===== config.mk =====
export PLATFORM = sky130hd
export DESIGN_NAME = servo_mode_switch
export DESIGN_NICKNAME = d
export VERILOG_FILES = /design/src/design/servo_mode_pkg.sv /design/src/design/speed_ramp.sv /design/src/design/servo_mode_switch.sv
export SDC_FILE = /design/constraint.sdc
export NUM_CORES = 1
export LEC_CHECK = 0
export BUFFER_PORTS_ARGS = -buffer_cell sky130_fd_sc_hd__buf_2
export CORE_MARGIN = 4
export CORE_UTILIZATION = 47
export DETAILED_ROUTE_END_ITERATION = 8
export PLACE_DENSITY = 0.66
export SLEW_MARGIN = 20
export SYNTH_ARGS = -nofsm -noshare
export SYNTH_HDL_FRONTEND = slang
export SYNTH_SLANG_ARGS = --single-unit

===== constraint.sdc =====
create_clock -name clock -period 12.2 [get_ports clock]
set_input_delay 2.44 -clock clock [delete_from_list [all_inputs] [get_ports clock]]
set_output_delay 2.44 -clock clock [all_outputs]
set_load 0.1 [all_outputs]

===== src/design/servo_mode_pkg.sv =====
package servo_mode_pkg;

    // ----------------------------------------------------------------
    // Widths and counts
    // ----------------------------------------------------------------
    localparam int SPEED_WIDTH = 16;
    localparam int ADDR_WIDTH = 8;
    localparam int SETTING_COUNT = 7;
    localparam int PIN_COUNT = 8;

    // ----------------------------------------------------------------
    // Register byte offsets
    // ----------------------------------------------------------------
    localparam logic [7:0] REG_CONTROL = 8'h00;
    localparam logic [7:0] REG_ACCEL = 8'h04;
    localparam logic [7:0] REG_DECEL = 8'h08;
    localparam logic [7:0] REG_ZERO_LEVEL = 8'h0C;
    localparam logic [7:0] REG_REACH_WINDOW = 8'h10;
    localparam logic [7:0] REG_STATUS = 8'h14;
    localparam logic [7:0] REG_SETTING_FIRST = 8'h20;
    localparam logic [7:0] REG_SETTING_LAST = 8'h38;

    // ----------------------------------------------------------------
    // Control register fields and mode digits
    // ----------------------------------------------------------------
    localparam int CTRL_DIGIT_LSB = 0;
    localparam int CTRL_ABS_BIT = 4;
    localparam int CTRL_THIRD_BIT = 5;
    localparam logic [3:0] DIGIT_POS_SPEED = 4'h1;
    localparam logic [3:0] DIGIT_SPEED_TORQUE = 4'h3;
    localparam logic [3:0] DIGIT_TORQUE_POS = 4'h5;

    // ----------------------------------------------------------------
    // Reset values
    // ----------------------------------------------------------------
    localparam logic [5:0] CONTROL_RESET = 6'h00;
    localparam logic [15:0] ACCEL_RESET = 16'h0010;
    localparam logic [15:0] DECEL_RESET = 16'h0010;
    localparam logic [15:0] ZERO_LEVEL_RESET = 16'h0032;
    localparam logic [15:0] REACH_WINDOW_RESET = 16'h0014;
    localparam logic [15:0] SETTING_RESET = 16'h0000;

    // ----------------------------------------------------------------
    // Control modes, one-hot
    // ----------------------------------------------------------------
    typedef enum logic [2:0] {
        MODE_POSITION = 3'b001,
        MODE_SPEED = 3'b010,
        MODE_TORQUE = 3'b100
    } control_mode_type;

endpackage


===== src/design/speed_ramp.sv =====
module speed_ramp
    import servo_mode_pkg::*;
#(
    parameter int WIDTH = SPEED_WIDTH
) (
    // Clock and reset.
    input wire logic clock,
    input wire logic rst,
    // Target and time constants; a unit step takes the time constant plus one clock cycles.
    input wire logic signed [WIDTH-1:0] target,
    input wire logic [15:0] accelTime,
    input wire logic [15:0] decelTime,
    // Ramped reference.
    output logic signed [WIDTH-1:0] current
);

    if (WIDTH < 8) begin : width_check
        $error("speed_ramp needs at least 8 bits of speed");
    end

    logic [15:0] stepCount;
    logic speedingUp;
    logic [15:0] period;
    logic stepNow;

    // Moving away from zero accelerates; moving toward zero decelerates.
    assign speedingUp = (target > current) ? (current >= 0) : (current <= 0);
    assign period = speedingUp ? accelTime : decelTime;
    assign stepNow = (stepCount >= period);

    // Step divider, restarted whenever a step is taken or the target is met.
    always_ff @(posedge clock) begin
        if (rst || stepNow || target == current) begin
            stepCount <= 16'h0000;
        end else begin
            stepCount <= stepCount + 16'h0001;
        end
    end

    // One unit per step toward the target, so speed changes during rotation ramp.
    always_ff @(posedge clock) begin
        if (rst) begin
            current <= '0;
        end else if (stepNow && target > current) begin
            current <= current + WIDTH'(1);
        end else if (stepNow && target < current) begin
            current <= current - WIDTH'(1);
        end
    end
endmodule // speed_ramp


===== src/design/servo_mode_switch.sv =====
// Function
// - Digit 1 selects position/speed change mode.
// - Absolute position system disables position/speed mode.
// - Position/speed pair: select off position, on speed.
// - Position pairs accept toggles only at zero speed.
// - Toggle made above zero speed stays ignored.
// - Position to speed clears droop pulses.
// - Two select bits: analog, settings one to three.
// - Third bit assigned: analog, settings one to seven.
// - Speed changes ramp with accel/decel constants.
// - Speed/torque pair: select off speed, on torque.
// - Speed/torque change applies immediately at any speed.
// - Starts off in speed mode: decelerate to stop.
// - Speed limit in torque, speed/torque pair: bit0 off analog, on setting one.
// - Digit 5: off torque, on position.
// - Position to torque clears droop pulses.
// - Any alarm shuts the power stage off at once.
// - Power cycle, panel set, reset edge clear alarms.
// - Alarm stays while its cause persists.
// - Speed reached flag near commanded speed.
// - Speed limiting flag at speed limit in torque.
//
// Local design decisions: the APB interface to the registers and the address map.
module servo_mode_switch
    import servo_mode_pkg::*;
#(
    parameter int WIDTH = SPEED_WIDTH
) (
    // Clock and reset; reset doubles as the control-power cycle.
    input wire logic clock,
    input wire logic rst,
    // APB slave.
    input wire logic psel,
    input wire logic penable,
    input wire logic pwrite,
    input wire logic [ADDR_WIDTH-1:0] paddr,
    input wire logic [31:0] pwdata,
    output logic [31:0] prdata,
    output logic pready,
    output logic pslverr,
    // Contact inputs from the external controller, asynchronous.
    input wire logic modeSelectInput,
    input wire logic speedSelectBit0,
    input wire logic speedSelectBit1,
    input wire logic speedSelectBit2,
    input wire logic forwardStartInput,
    input wire logic reverseStartInput,
    input wire logic servoOnInput,
    input wire logic alarmResetInput,
    // Drive-internal values on this clock.
    input wire logic signed [WIDTH-1:0] motorSpeed,
    input wire logic signed [WIDTH-1:0] analogSpeedCommand,
    input wire logic signed [WIDTH-1:0] analogSpeedLimit,
    input wire logic alarmCause,
    input wire logic panelSetPress,
    // Drive-internal results.
    output control_mode_type controlMode,
    output logic droopClear,
    output logic signed [WIDTH-1:0] speedReference,
    output logic [WIDTH-1:0] speedLimit,
    output logic zeroSpeedFlag,
    output logic speedReachedFlag,
    output logic speedLimitingFlag,
    output logic alarmActive,
    output logic baseDriveEnable
);

    if (WIDTH < 8 || WIDTH > 16) begin : width_check
        $error("servo_mode_switch supports 8 to 16 speed bits");
    end

    function automatic logic [WIDTH-1:0] magnitude(input logic signed [WIDTH-1:0] value);
        magnitude = (value < 0) ? WIDTH'(-value) : WIDTH'(value);
    endfunction

    // ----------------------------------------------------------------
    // Contact input synchronisers
    // ----------------------------------------------------------------
    logic [PIN_COUNT-1:0] pinMeta;
    logic [PIN_COUNT-1:0] pinSync;
    logic modeSelPrev;
    logic resetPrev;
    logic modeSelSync;
    logic resetSync;
    logic [2:0] selectSync;
    logic fwdSync;
    logic revSync;
    logic servoOnSync;

    // Two stages on every contact; only the second stage is read.
    always_ff @(posedge clock) begin
        if (rst) begin
            pinMeta <= '0;
            pinSync <= '0;
        end else begin
            pinMeta <= {alarmResetInput, servoOnInput, reverseStartInput, forwardStartInput,
                        speedSelectBit2, speedSelectBit1, speedSelectBit0,
                        modeSelectInput};
            pinSync <= pinMeta;
        end
    end

    assign modeSelSync = pinSync[0];
    assign selectSync = pinSync[3:1];
    assign fwdSync = pinSync[4];
    assign revSync = pinSync[5];
    assign servoOnSync = pinSync[6];
    assign resetSync = pinSync[7];

    // Previous levels for edge detection on the synchronised inputs.
    always_ff @(posedge clock) begin
        if (rst) begin
            modeSelPrev <= 1'b0;
            resetPrev <= 1'b0;
        end else begin
            modeSelPrev <= modeSelSync;
            resetPrev <= resetSync;
        end
    end

    // ----------------------------------------------------------------
    // Registers
    // ----------------------------------------------------------------
    logic [5:0] controlReg;
    logic [15:0] accelTime;
    logic [15:0] decelTime;
    logic [15:0] zeroLevel;
    logic [15:0] reachWindow;
    logic [15:0] speedSetting [SETTING_COUNT];
    logic [3:0] modeDigit;
    logic absSystem;
    logic thirdBit;
    logic writeNow;
    logic settingHit;
    logic [2:0] settingIndex;
    logic mapped;
    logic [31:0] readValue;
    logic selAccepted;

    assign modeDigit = controlReg[CTRL_DIGIT_LSB +: 4];
    assign absSystem = controlReg[CTRL_ABS_BIT];
    assign thirdBit = controlReg[CTRL_THIRD_BIT];
    assign writeNow = psel && penable && pwrite;
    assign settingHit = paddr >= REG_SETTING_FIRST && paddr <= REG_SETTING_LAST
                        && paddr[1:0] == 2'b00;
    assign settingIndex = 3'((paddr - REG_SETTING_FIRST) >> 2);

    // Register writes take effect in the access phase only.
    always_ff @(posedge clock) begin
        if (rst) begin
            controlReg <= CONTROL_RESET;
            accelTime <= ACCEL_RESET;
            decelTime <= DECEL_RESET;
            zeroLevel <= ZERO_LEVEL_RESET;
            reachWindow <= REACH_WINDOW_RESET;
            for (int i = 0; i < SETTING_COUNT; i++) begin
                speedSetting[i] <= SETTING_RESET;
            end
        end else if (writeNow) begin
            if (paddr == REG_CONTROL) controlReg <= pwdata[5:0];
            if (paddr == REG_ACCEL) accelTime <= pwdata[15:0];
            if (paddr == REG_DECEL) decelTime <= pwdata[15:0];
            if (paddr == REG_ZERO_LEVEL) zeroLevel <= pwdata[15:0];
            if (paddr == REG_REACH_WINDOW) reachWindow <= pwdata[15:0];
            if (settingHit) speedSetting[settingIndex] <= pwdata[15:0];
        end
    end

    // Read decode; unmapped addresses read zero and flag an error.
    always_comb begin
        readValue = 32'h0000_0000;
        mapped = 1'b1;
        case (paddr)
            REG_CONTROL: readValue = {26'h0, controlReg};
            REG_ACCEL: readValue = {16'h0, accelTime};
            REG_DECEL: readValue = {16'h0, decelTime};
            REG_ZERO_LEVEL: readValue = {16'h0, zeroLevel};
            REG_REACH_WINDOW: readValue = {16'h0, reachWindow};
            REG_STATUS: readValue = {16'(speedReference), 7'h0, selAccepted, modeSelSync,
                                     speedLimitingFlag, speedReachedFlag, zeroSpeedFlag,
                                     alarmActive, controlMode};
            default: begin
                if (settingHit) begin
                    readValue = {16'h0, speedSetting[settingIndex]};
                end else begin
                    mapped = 1'b0;
                end
            end
        endcase
    end

    // Read data and error are captured in the setup cycle, so every
    // transfer finishes in its first access cycle.
    always_ff @(posedge clock) begin
        if (rst) begin
            prdata <= 32'h0000_0000;
            pslverr <= 1'b0;
        end else if (psel && !penable) begin
            prdata <= pwrite ? 32'h0000_0000 : readValue;
            pslverr <= !mapped;
        end
    end

    assign pready = psel && penable;

    // ----------------------------------------------------------------
    // Control mode selection
    // ----------------------------------------------------------------
    logic pairValid;
    logic needsZero;
    logic modeSelToggle;
    control_mode_type nextMode;

    // Position/speed is refused with the absolute system; other digits hold position.
    assign pairValid = (modeDigit == DIGIT_POS_SPEED && !absSystem)
                       || modeDigit == DIGIT_SPEED_TORQUE
                       || modeDigit == DIGIT_TORQUE_POS;
    assign needsZero = modeDigit != DIGIT_SPEED_TORQUE;
    assign modeSelToggle = modeSelSync != modeSelPrev;
    assign zeroSpeedFlag = magnitude(motorSpeed) <= WIDTH'(zeroLevel);

    // A position-pair toggle away from zero speed is dropped for good: the accepted level
    // only moves on an edge, so a later fall to zero speed does not revive it.
    always_ff @(posedge clock) begin
        if (rst) begin
            selAccepted <= 1'b0;
        end else if (modeSelToggle && (!needsZero || zeroSpeedFlag)) begin
            selAccepted <= modeSelSync;
        end
    end

    always_comb begin
        nextMode = MODE_POSITION;
        if (pairValid) begin
            case (modeDigit)
                DIGIT_POS_SPEED:
                    nextMode = selAccepted ? MODE_SPEED : MODE_POSITION;
                DIGIT_SPEED_TORQUE:
                    nextMode = selAccepted ? MODE_TORQUE : MODE_SPEED;
                DIGIT_TORQUE_POS:
                    nextMode = selAccepted ? MODE_POSITION : MODE_TORQUE;
                default: nextMode = MODE_POSITION;
            endcase
        end
    end

    // Leaving position control resets the droop pulses in the same cycle.
    always_ff @(posedge clock) begin
        if (rst) begin
            controlMode <= MODE_POSITION;
            droopClear <= 1'b0;
        end else begin
            controlMode <= nextMode;
            droopClear <= controlMode == MODE_POSITION
                && nextMode != MODE_POSITION;
        end
    end

    // ----------------------------------------------------------------
    // Speed selection, ramp and limit
    // ----------------------------------------------------------------
    logic [2:0] selectCode;
    logic [WIDTH-1:0] selectedCommand;
    logic [WIDTH-1:0] selectedLimit;
    logic signed [WIDTH-1:0] target;

    // The third bit only counts when it has been assigned to an input.
    assign selectCode = thirdBit ? selectSync : {1'b0, selectSync[1:0]};

    always_comb begin
        if (selectCode == 3'h0) begin
            selectedCommand = magnitude(analogSpeedCommand);
            selectedLimit = magnitude(analogSpeedLimit);
        end else begin
            selectedCommand = WIDTH'(speedSetting[selectCode - 3'h1]);
            selectedLimit = WIDTH'(speedSetting[selectCode - 3'h1]);
        end
    end

    // With both starts off (or both on) the target is zero, so the ramp
    // decelerates to a stop; an alarm also drops the target.
    always_comb begin
        target = '0;
        if (controlMode == MODE_SPEED && !alarmActive) begin
            if (fwdSync && !revSync) begin
                target = selectedCommand;
            end else if (revSync && !fwdSync) begin
                target = -selectedCommand;
            end else begin
                target = '0;
            end
        end
    end

    speed_ramp #(
        .WIDTH(WIDTH)
    ) ramp (
        .clock(clock),
        .rst(rst),
        .target(target),
        .accelTime(accelTime),
        .decelTime(decelTime),
        .current(speedReference)
    );

    // Speed limit in torque control; the speed/torque pair uses bit 0 alone.
    always_ff @(posedge clock) begin
        if (rst) begin
            speedLimit <= '0;
        end else if (modeDigit == DIGIT_SPEED_TORQUE) begin
            speedLimit <= selectSync[0] ? WIDTH'(speedSetting[0])
                                        : magnitude(analogSpeedLimit);
        end else begin
            speedLimit <= selectedLimit;
        end
    end

    // ----------------------------------------------------------------
    // Status flags
    // ----------------------------------------------------------------
    logic signed [WIDTH:0] speedError;

    assign speedError = (WIDTH+1)'(motorSpeed) - (WIDTH+1)'(target);

    always_ff @(posedge clock) begin
        if (rst) begin
            speedReachedFlag <= 1'b0;
            speedLimitingFlag <= 1'b0;
        end else begin
            speedReachedFlag <= controlMode == MODE_SPEED
                && (speedError < 0 ? (WIDTH+1)'(-speedError) : (WIDTH+1)'(speedError))
                   <= (WIDTH+1)'(reachWindow);
            speedLimitingFlag <= controlMode == MODE_TORQUE
                && magnitude(motorSpeed) >= speedLimit;
        end
    end

    // ----------------------------------------------------------------
    // Alarm handling
    // ----------------------------------------------------------------
    logic resetRise;

    assign resetRise = resetSync && !resetPrev;

    // A present cause wins over a panel-set or reset-edge clear request; only rst clears it regardless.
    always_ff @(posedge clock) begin
        if (rst) begin
            alarmActive <= 1'b0;
        end else if (alarmCause) begin
            alarmActive <= 1'b1;
        end else if (panelSetPress || resetRise) begin
            alarmActive <= 1'b0;
        end
    end

    // Kept combinational so the power stage drops in the cycle the cause appears.
    // The controller is still expected to drop servo-on and main power itself.
    assign baseDriveEnable = servoOnSync && !alarmActive && !alarmCause;
endmodule // servo_mode_switch


-- Yosys cells after proc, flatten, opt, wreduce, memory -nomap -nowiden
Memories as Yosys holds them, arrays and structs flattened.
Cells that the tools add are included.
- logic and storage cells: 142
- bits in registers: 177
- RAM bits: 112
- input port bits: 103
- memories: 1
- output and inout port bits: 75
- memory list (memory ; depth ; bits a word ; rd ports ; clocked after memory_dff ; wr ports ; RTL line ; text):
    speedSetting ; 7 ; 16 ; 3 ; 0 ; 7 ; servo_mode_switch.sv:129 ; logic [15:0] speedSetting [SETTING_COUNT];
- eq/ne operators: 15
- muxes and demuxes: 36
- add/subtract/negate cells: 11
- reduce and logical (&&, ||, !) cells: 45
- order comparisons: 14
- operators with widths (cell ; number):
    16-bit two-way mux ; 15
    32-bit one-hot mux with 6 select lines ; 1
    16-bit negation ; 4
    16-bit by 1-bit less-than comparator with 1-bit output (second input constant) ; 3
    16-bit greater-or-equal comparator ; 2
    32-bit two-way mux ; 1
    1-bit logical AND ; 18
    17-bit by 16-bit <= comparator with 1-bit output ; 1
    17-bit by 1-bit less-than comparator with 1-bit output (second input constant) ; 1
    17-bit two-way mux ; 1
    17-bit negation ; 1
    16-bit by 16-bit subtractor with 17-bit output ; 1
    16-bit by 1-bit adder with 16-bit output (second input constant) ; 1
    16-bit by 2-bit adder with 16-bit output (second input constant) ; 1
    16-bit == test ; 1
    8-bit by 4-bit == test with 1-bit output (second input constant) ; 2
    8-bit by 5-bit == test with 1-bit output (second input constant) ; 2
    16-bit by 1-bit greater-or-equal comparator with 1-bit output (second input constant) ; 1
    16-bit greater-than comparator ; 1
    16-bit by 1-bit <= comparator with 1-bit output (second input constant) ; 1
    16-bit <= comparator ; 1
    16-bit less-than comparator ; 1
    16-bit OR reduction ; 1
    16-bit by 2-bit subtractor with 16-bit output (second input constant) ; 1
    26 further kinds ; 58

-- Longest topological paths before layout
Gate-level depths: netlist of run 1.
An unclocked memory read counts as a cell.
- depth after elaboration: 15
- mapped depth: 48
- depth with buffers taken out: 41

-- By module
From an unflattened synthesis of run 1, not the netlist that was laid out.
- cells, all modules: 2115
- area, all modules: 19434.9 µm²
- by module, submodules not included (module ; seq. area each (µm²) ; cells each ; area an instance (µm²) ; times used):
    servo_mode_switch ; 6586.3 ; 1764 ; 16522.1 ; 1
    speed_ramp ; 640.6 ; 351 ; 2912.8 ; 1

-- Worst setup path after synthesis of run 1
Ideal clock, no wire load.
- path kind: input-to-reg
- start: input port analogSpeedCommand[0]
- end: register ramp.current[15]
- arrival: 10.516 ns
- slack: 1.626 ns
- stages on the path: 39
- library setup time: 0.058 ns
- data required time: 12.142 ns
- path buffers: 1
- path through: inv_1 ha_1 or4b_4 o31ai_1 xor2_1 a21oi_1 nor4_2 and2_4 a31oi_4 xnor2_1 and2_1 ha_1 nand4_1 or2_2 or4b_1 a21oi_1 o32ai_1 nor2_1 [3 not listed] mux2i_1 ha_1 a21o_1 a21oi_1 nor2_1 a2111oi_0 o21ai_1 nand2_1 ha_1 a21oi_1 o22ai_1 a211o_1 a31oi_1 o21ai_0 o41ai_1 mux2_2 a211oi_1 a31o_2
- word-level cells in the longest chain between the ends: 13
- elaborated cells between the ends (all ways): 17
- classes of those cells: 2 x add/sub; 4 x order compare; 8 x mux; 3 x reduce/logical
- ends and longest elaborated chain (what ; RTL line ; text):
    from (decl) ; servo_mode_switch.sv:52 ; input wire logic signed [WIDTH-1:0] analogSpeedCommand,
    16-bit negation or 16-bit by 1-bit less-than comparator with 1-bit output (tied branches) ; servo_mode_switch.sv:73 ; magnitude = (value < 0) ? WIDTH'(-value) : WIDTH'(value);
    16-bit two-way mux * ; servo_mode_switch.sv:73 ;
    16-bit two-way mux * ; servo_mode_switch.sv:271 ; if (selectCode == 3'h0) begin
    16-bit negation ; servo_mode_switch.sv:288 ; target = -selectedCommand;
    16-bit two-way mux ; servo_mode_switch.sv:287 ; end else if (revSync && !fwdSync) begin
    16-bit two-way mux * ; servo_mode_switch.sv:285 ; if (fwdSync && !revSync) begin
    16-bit two-way mux * ; servo_mode_switch.sv:284 ; if (controlMode == MODE_SPEED && !alarmActive) begin
    16-bit greater-than comparator ; speed_ramp.sv:27, speed_ramp.sv:44 ;
    1-bit two-way mux ; speed_ramp.sv:27 ; assign speedingUp = (target > current) ? (current >= 0) : (current <= 0);
    16-bit two-way mux ; speed_ramp.sv:28 ; assign period = speedingUp ? accelTime : decelTime;
    16-bit greater-or-equal comparator ; speed_ramp.sv:29 ; assign stepNow = (stepCount >= period);
    1-bit logical AND, on equally long branches ; speed_ramp.sv:44, speed_ramp.sv:46 ;
    16-bit two-way mux or 2-bit nonzero test (tied branches) ; - ;
    to (signal assigned) ; speed_ramp.sv:45 ; current <= current + WIDTH'(1);
    to (signal assigned) ; speed_ramp.sv:47 ; current <= current - WIDTH'(1);
    to (decl) ; speed_ramp.sv:14 ; output logic signed [WIDTH-1:0] current
Every way passes the cells marked *; elsewhere a longest branch is shown, timed or not.
A chain may end at the register's enable or synchronous reset.

-- Final worst setup path of run 1
Ends and elaborated chain as after synthesis.

==> run metrics, run 1 <==
VDD IR max 0.0782 mV; commonest non-fill, non-tap cell in the layout nand2_1; worst hold-check path type register to register; number of synthesized flops with an enable pin 112; H-tree depth 2; Fill cells 3550; synthesized area 19100 um2; Ports 178; vias in the first global route 15400; Hold Buf Count CTS 0; required time worst endpoint 12.69 ns; DRT iter0 DRCs 1810; RSZ-0062 raised after global routing no; Clock Sinks 305; result of the run finished clean; initial antenna violation count 2; Placed Area 20300 um2; Sequential Power Share 43.2%; Final nets 2376; Sw Ratio 28.8%; Internal Power 1820 uW; max_slew headroom 25.2%; cts bufs inserted 35; final instance area 21500 um2; chip width 209 um; post-synthesis cell count 2031; Max Clock Freq 88.1 MHz; Post-route DRC 0; Worst setup EP type register; DP Wirelength 44400 um; Clock Latency Late Sink 0.55 ns; Detail Route Antenna Nets 0; CTS tree done; Rows 73; area of the core 39900 um2; total track usage 26.2%; CP max stage cell or4b_1; critical path's largest stage delay 0.52 ns; Synth async-reset ratio 0%; clk_skew 0.0203 ns; PD cells 119 nW/um2; CP arrival 11.84 ns; Via Count 16000; PostCTS Resize Cnt 0; final hold vios 0; routed wire length 60100 um; clock group share of total power 40.9%; final setup fails 0; Synth warnings 0; Starting Density 47.8%; critical path fanouts, max 9; PortBufs 161; maxcap violations 0; Startpoint Class primary input; root buffer cell clkbuf_16; setup bufs post-CTS 0; grt ovf 0; Clock Pin Slew Worst Setup and Hold Paths 0.07 ns; area of the multi-input gates 11000 um2; fin crit share 93.0%; Sum Neg Setup Slack 0 ns; synth unique cells 86; Sw Pwr 736 uW; number of synthesized register bits 305; Post-Syn Area per Cell 9.39 um2; slew of the pin with the lowest slew margin 1.12 ns; die area 43900 um2; length of the first detailed-routing pass in iterations 6; Slew Limit Fails 0; fin util 53.7%; register area share after synthesis 37.9%; layout cells sized above 1 15.7%; register area 7230 um2; Crit Path Class primary input to register; clock buffer depth 3; routed wire length per instance 22.2 um; P_leak 0.00825 uW; ys flop type dfxtp_1; Tmin final 11.35 ns; global-route wire length before repair 89900 um; pin count of the biggest net entering global routing 69; Via-to-Cell Ratio 5.93; most frequent cells in the layout 237 x nand2_1, 192 x dfxtp_1, 160 x buf_2, 154 x nor2_1, 129 x a21oi_1; Combinational Power Share 15.9%; die height 209 um; Placer Congestion 0.938; Layout area overhead 12.5%
final cells by class:
cell class,instances,share of cell area [%]
flip-flops and latches,305,33.7
clock inverters,17,0.776
diodes,2,0.0233
inverters,102,1.78
repair buffers,190,4.78
multi-input cells,1518,51.3
well taps,525,3.06
clock buffers,47,4.54
critical path, delay by kind of cell:
family                   cells  cell delay (ns)
AO/OA/AOI/OAI               18             3.64
XOR/XNOR                     2             0.43
adder cells (fa/ha/maj)      4             1.15
buffers and inverters        4             0.65
multiplexers                 2             0.60
AND/OR/NAND/NOR             11             2.92
power by group through the flow:
| stage | registers [uW] | clock network (uW) | logic, uW |
|---|---|---|---|
| after floorplan | 1150 | 0 | 246 |
| after global placement | 1120 | 0 | 390 |
| after detailed placement | 1120 | 0 | 399 |
| after CTS | 1100 | 1060 | 402 |
| after global routing | 1100 | 1100 | 437 |
| final | 1100 | 1040 | 407 |
worst paths after layout:
path,endpoint,startpoint,slack (ns),cells past startpoint
max reg2reg,ramp.current[15],pinSync[1],1.17,40
max,ramp.current[15],analogSpeedCommand[0],0.85,41
min reg2reg,pinSync[6],pinMeta[6],0.44,1
min,pinSync[6],pinMeta[6],0.44,1
registers in the layout, summed over array words and instances, names as in the netlist, 16 cells and up:
signal,cells
accelTime,16
speedSetting,128
prdata,32
decelTime,16
ramp.stepCount,16
ramp.current,16
speedLimit,16
reachWindow,16
zeroLevel,16
routing by layer:
layer  wire, um  vias up  global-route usage (%)  share of wire, %
met5         17        -                       0             0.028
met4       2470        2                    10.3               4.1
met3       5830      122                    6.47               9.7
met2      26600      694                    40.8                44
met1      25300     7700                    35.4                42
li1           -     7527                       -                 -
Yosys cell counts, types with 5 or more instances:
master	n	share of area, %
mux2_2	6	0.35
xnor2_1	75	3.4
buf_1	8	0.16
nor2b_1	54	1.8
nand3_1	24	0.63
nor2_1	154	3.0
a21oi_1	129	3.4
mux4_2	60	7.1
o41ai_1	7	0.32
mux2i_1	66	3.5
dfxtp_1	193	20
a31oi_1	11	0.36
a22oi_1	39	1.5
nor3_1	27	0.71
a211oi_1	33	1.3
nand4_1	17	0.56
o21ai_0	84	2.2
xor2_1	30	1.4
or2_2	11	0.36
and3_1	8	0.26
nand2_1	237	4.7
nand2b_1	17	0.56
a21o_1	20	0.79
mux4_1	5	0.69
or4_1	6	0.24
or3_1	8	0.26
nor4_1	13	0.43
buf_2	8	0.21
edfxtp_1	112	18
o31ai_1	16	0.63
o21a_1	14	0.55
a32oi_1	7	0.32
inv_1	101	2.0
a221oi_1	13	0.60
and2_1	109	3.6
ha_1	119	7.8
clkbuf_1	97	1.9
o211ai_1	14	0.55
cell families after synthesis:
group / Yosys count / synth area share [%]
AO/OA/AOI/OAI: 431 / 14.7
AND/OR/NAND/NOR: 708 / 18.2
multiplexers: 137 / 11.6
buffers and inverters: 223 / 4.74
other: 1 / 0.0197
XOR/XNOR: 105 / 4.82
adder cells (fa/ha/maj): 121 / 8.02
flip-flops: 305 / 37.9
through the flow:
step / cells / power, uW / hold slack [ns] / worst slack, ns
6_report: 2706 / 2550 / 0.439 / 0.853
5_1_grt: 2705 / 2640 / 0.458 / 0.242
4_1_cts: 2704 / 2560 / 0.443 / 0.897
3_5_place_dp: 2640 / 1520 / 0.430 / 0.351
3_3_place_gp: 2640 / 1510 / 0.416 / 0.412
2_1_floorplan: 2046 / 1400 / 0.414 / 1.63
(Power assumes the default switching activity.)
==> run 2, diff against run 1 <==
clock period = 11.9 ns   (was 12.2 ns; I/O delays follow)
==> run 2 against run 1 <==
Net effect:
- final area is essentially flat
- power grew 2.7%
- clock-buffer cell count up 5
- clock skew increased by 0.0054 ns
- core utilization hardly changed
- first-iteration DRC count is 1.8% higher
- critical endpoint unchanged
- largest cell class unchanged
==> run metrics, run 2 (synthesis gave the netlist of run 1 again) <==
global-route wire length before repair 91400 um (was 89900 um); H-tree depth 2 (unchanged); required time worst endpoint 12.41 ns (was 12.69 ns); CTS tree done (unchanged); layout cells sized above 1 15.5% (was 15.7%); worst hold-check path type register to register (unchanged); Placer Congestion 0.926 (was 0.938); RSZ-0062 raised after global routing no (unchanged); PD cells 122 nW/um2 (was 119 nW/um2); Fill cells 3608 (was 3550); PortBufs 161 (unchanged); pin count of the biggest net entering global routing 82 (was 69); Max Clock Freq 89.5 MHz; critical path's largest stage delay 0.53 ns (was 0.52 ns); Final nets 2378 (was 2376); total power 2620 uW (was 2550 uW); Crit Path Class primary input to register (unchanged); most frequent CP cell ha_1; cts bufs inserted 36 (was 35); DRT iter0 DRCs 1843 (was 1810); Via-to-Cell Ratio 5.97 (was 5.93); final setup fails 0 (unchanged); initial antenna violation count 2 (unchanged); length of the first detailed-routing pass in iterations 9 (was 6); Post-route DRC 0 (unchanged); max FFs per register 128 (unchanged); CP arrival 11.68 ns (was 11.84 ns); Layout area overhead 12.6% (was 12.5%); die area 43900 um2 (unchanged); Slew Limit Fails 0 (unchanged); CP max stage cell or4b_1 (unchanged); Clock Sinks 305 (unchanged); final instance area 21500 um2 (about the same); commonest non-fill, non-tap cell in the layout nand2_1 (unchanged); maxcap violations 0 (unchanged); Sum Neg Setup Slack 0 ns (unchanged); Clock Latency Late Sink 0.57 ns (was 0.55 ns); VDD IR max 0.0916 mV (was 0.0782 mV); Rows 73 (unchanged); grt ovf 0 (unchanged); vias in the first global route 15400 (about the same); Placed Area 20300 um2 (about the same); final hold vios 0 (unchanged); area of the core 39900 um2 (unchanged); Clock Pin Slew Worst Setup and Hold Paths 0.06 ns (was 0.07 ns); fin crit share 93.9%; Worst setup EP type register (unchanged); Startpoint Class primary input (unchanged); most frequent cells in the layout 237 x nand2_1, 192 x dfxtp_1, 160 x buf_2, 154 x nor2_1, 129 x a21oi_1 (unchanged); slew of the pin with the lowest slew margin 1.10 ns (was 1.12 ns); Ports 178 (unchanged); Via Count 16200 (was 16000); Reg with most FFs speedSetting (unchanged); DP Wirelength 44300 um (was 44400 um); Regs by FF count speedSetting (128), prdata (32) (unchanged); total track usage 26.7% (was 26.2%); Hold Buf Count CTS 0 (unchanged); Detail Route Antenna Nets 0 (unchanged); clock buffer depth 3 (unchanged); chip width 209 um (unchanged); Tmin final 11.17 ns; Starting Density 47.8% (unchanged); critical path fanouts, max 8 (was 9); root buffer cell clkbuf_16 (unchanged); clk_skew 0.0257 ns (was 0.0203 ns); result of the run finished clean (unchanged); routed wire length per instance 22.3 um (was 22.2 um); die height 209 um (unchanged); P_leak 0.00827 uW (was 0.00825 uW); routed wire length 60500 um (was 60100 um); max_slew headroom 26.2% (was 25.2%)
==> run 2: final timing paths <==
path,slack [ns],startpoint,cells after the start,endpoint
max,0.73,analogSpeedCommand[0],40,ramp.current[15]
min reg2reg,0.44,pinMeta[6],1,pinSync[6]
max reg2reg,0.97,pinSync[1],40,ramp.current[15]
min,0.44,pinMeta[6],1,pinSync[6]
==> run 2: power by group <==
| part | internal, uW | leakage (uW) | switching [uW] |
|---|---|---|---|
| Sequential | 1110 | 0.00263 | 21.0 |
| Combinational | 146 | 0.00509 | 267 |
| Clock | 620 | 0.000552 | 460 |
==> run 2: routing by layer <==
layer	part of all wire [%]	vias up	GRT usage (%)
met5	0.012	-	0
met4	3.7	2	9.14
met3	9.0	122	4.59
met2	45	745	41.6
met1	43	7784	38.0
li1	-	7514	-
==> run 2: critical path: cells and delay by family <==
family | cells | cell delay [ns]
buffers and inverters | 4 | 0.66
xor gates and xnor gates | 2 | 0.42
adders and majority gates | 4 | 1.14
muxes | 2 | 0.62
AOI/OAI and AO/OA | 18 | 3.68
and+or+nand+nor | 10 | 2.76
==> run 2: area by class of cell <==
type,instances,area (um2),share of cell area [%]
multi-input combinational,1518,11000,51.3
tap,525,657,3.06
clock inverter,13,133,0.618
timing repair buffer,191,1030,4.82
clock buffer,52,1010,4.72
antenna,1,2.50,0.0117
sequential,305,7230,33.7
inverter,102,383,1.78
==> run 2: repair_timing <==
action	in CTS	in global routing
setup buffers	0	0
endpoints found under the setup margin	0	1
resized for setup	0	1
==> run 2: through the flow <==
stage	worst slack [ns]	hold WS, ns	utilization (%)	std cells
after floorplan	1.39	0.414	-	2046
after global placement	0.420	0.417	50.9	2641
after detailed placement	0.192	0.426	50.9	2641
after CTS	0.746	0.439	53.7	2706
after global routing	0.0801	0.457	53.8	2707
final	0.727	0.439	53.8	2707
==> run 3, diff against run 2 <==
CORE_MARGIN = not set   (was 4)
SKIP_LAST_GASP = 1   (was not set)
==> run 3 against run 2 <==
Net effect:
- clock power grew 4%
- hold slack improved by 0.0085 ns
- first-iteration DRC count decreased by 14%
- clock-buffer cell count is 1 higher
- combinational power hardly changed
- critical path type unchanged
- largest power group unchanged
==> run metrics, run 3 (synthesis gave the netlist of run 1 again) <==
worst r2r dst ramp.current[15] (unchanged); Clock Sinks 305 (unchanged); Detail Route Antenna Nets 0 (unchanged); Reg with most FFs speedSetting (unchanged); Rows 73 (unchanged); initial antenna violation count 0 (was 2); post-placement cell count 2644 (was 2641); hold path endpoint pinSync[6] (unchanged); pin count of the biggest net entering global routing 69 (was 82); area of the multi-input gates 11000 um2 (about the same); critical path's largest stage delay 0.53 ns (about the same); layout cells sized above 1 15.7% (was 15.5%); VDD IR max 0.0824 mV (was 0.0916 mV); result of the run finished clean (unchanged); Slew Limit Fails 0 (unchanged); grt ovf 0 (unchanged); cts bufs inserted 35 (was 36); vias in the first global route 15500 (was 15400); routed wire length 59600 um (was 60500 um); Placer Congestion 0.897 (was 0.926); Layout Cells excl Fill 2708 (was 2707); required time worst endpoint 12.39 ns (was 12.41 ns); final setup fails 0 (unchanged); commonest non-fill, non-tap cell in the layout nand2_1 (unchanged); final hold vios 0 (unchanged); Sum Neg Setup Slack 0 ns (unchanged); r2r worst-path depth 40 (unchanged); die area 41400 um2 (was 43900 um2); DRT iter0 DRCs 1581 (was 1843); Via-to-Cell Ratio 5.95 (was 5.97); maxcap violations 0 (unchanged); M2 GR Usage 45.9% (was 41.6%); antenna cells 0 (was 1); DP Wirelength 44100 um (was 44300 um); met1 track demand over resource 38.8% (was 38.0%); routed wire length per instance 22.0 um (was 22.3 um); Tmin final 11.17 ns (about the same); Layout area overhead 13.0% (was 12.6%); Hold Startpoint pinMeta[6] (unchanged); RSZ-0062 raised after global routing no (unchanged); Clock Pin Slew Worst Setup and Hold Paths 0.06 ns (about the same); area of the core 39900 um2 (unchanged); length of the first detailed-routing pass in iterations 6 (was 9); Hold Buf Count CTS 0 (unchanged); Clock Latency Late Sink 0.55 ns (was 0.57 ns); Most Crowded Layer GR met2 (unchanged); Starting Density 47.8% (unchanged); CTS tree done (unchanged); worst hold-check path type register to register (unchanged); max_slew headroom 28.5% (was 26.2%); hold path depth 1 (unchanged); chip width 203 um (was 209 um); Max Clock Freq 89.6 MHz (was 89.5 MHz); global-route wire length before repair 90900 um (was 91400 um); CP arrival 11.65 ns (was 11.68 ns); Fill cells 3529 (was 3608); clock buffer depth 3 (unchanged); most frequent cells in the layout 237 x nand2_1, 192 x dfxtp_1, 160 x buf_2, 154 x nor2_1, 129 x a21oi_1 (unchanged); H-tree depth 2 (unchanged); Startpoint Class primary input (unchanged); P_leak 0.00831 uW (was 0.00827 uW); Crit Path Class primary input to register (unchanged); PortBufs 161 (unchanged); Ports 178 (unchanged); die height 203 um (was 209 um); critical path fanouts, max 16 (was 8); Reg2Reg Setup Slack 1.11 ns (was 0.97 ns); PD cells 124 nW/um2 (was 122 nW/um2); clk_skew 0.0189 ns (was 0.0257 ns); Final nets 2380 (was 2378); fin crit share 93.8% (was 93.9%); met3 GRT Util 5.98% (was 4.59%); total track usage 28.8% (was 26.7%); Worst setup EP type register (unchanged); Via Count 16100 (was 16200); register area 7230 um2 (unchanged); max FFs per register 128 (unchanged); root buffer cell clkbuf_16 (unchanged); reg2reg start pinSync[1] (unchanged); Post-route DRC 0 (unchanged); Regs by FF count speedSetting (128), prdata (32) (unchanged); slew of the pin with the lowest slew margin 1.07 ns (was 1.10 ns); CP max stage cell or4b_4 (was or4b_1)
[run 3: cell count changes in the layout (fill, tap and decap cells not counted), moves of 2 or more]
cell,change
clkinvlp_4,-2
buf_4,+2
inv_16,+2
clkinv_1,-2
bufinv_16,+3
clkbuf_16,-2
clkbuf_8,+2
[run 3: final cells by class]
cell class / count / share of cell area, %
inverters: 102 / 1.78
well taps: 525 / 3.05
repair buffers: 194 / 4.96
clock inverters: 11 / 0.877
flip-flops and latches: 305 / 33.6
clock buffers: 53 / 4.61
multi-input cells: 1518 / 51.2
[run 3: timing repair]
item                       in CTS  in global routing
resized for setup               0                  2
setup endpoints to repair       0                  1
setup buffers                   0                  0
[run 3: worst max-delay path by stage]
| stage | start | slack (ns) | cells after the start | endpoint |
|---|---|---|---|---|
| after global placement | analogSpeedCommand[0] | 0.27 | 41 | ramp.current[15] |
| after CTS | analogSpeedCommand[0] | 0.66 | 41 | ramp.current[15] |
| after global routing | analogSpeedCommand[0] | 0.06 | 41 | ramp.current[15] |
| after floorplan | analogSpeedCommand[0] | 1.39 | 39 | ramp.current[15] |
| final | analogSpeedCommand[0] | 0.73 | 41 | ramp.current[15] |
| after detailed placement | analogSpeedCommand[0] | 0.16 | 41 | ramp.current[15] |
[run 3: per-stage QoR]
step / hold WS (ns) / cell area (um2) / setup slack, ns / power (uW) / util, %
after global placement: 0.430 / 20300 / 0.266 / 1550 / 51.0
final: 0.448 / 21500 / 0.734 / 2670 / 54.0
after global routing: 0.466 / 21500 / 0.0578 / 2750 / 54.0
after CTS: 0.449 / 21500 / 0.659 / 2670 / 53.9
after detailed placement: 0.427 / 20300 / 0.158 / 1560 / 51.0
after floorplan: 0.414 / 19100 / 1.39 / 1440 / -
[run 3: where the power goes]
group          switching [uW]  internal [uW]  leakage [uW]
Clock                     452            672      0.000579
Sequential               22.0           1110       0.00263
Combinational             268            146       0.00511
[run 3: routing by layer]
metal	vias up	part of all wire [%]
met2	707	45
li1	7531	-
met4	0	3.1
met1	7783	43
met5	-	0
met3	96	9.3
[run 3: critical path, delay by kind of cell]
kind            cells  cell delay (ns)
compound gates     18             3.73
xor+xnor            2             0.53
simple gates       11             2.66
mux                 2             0.61
fa+ha+maj           4             1.10
buf+inv             4             0.61
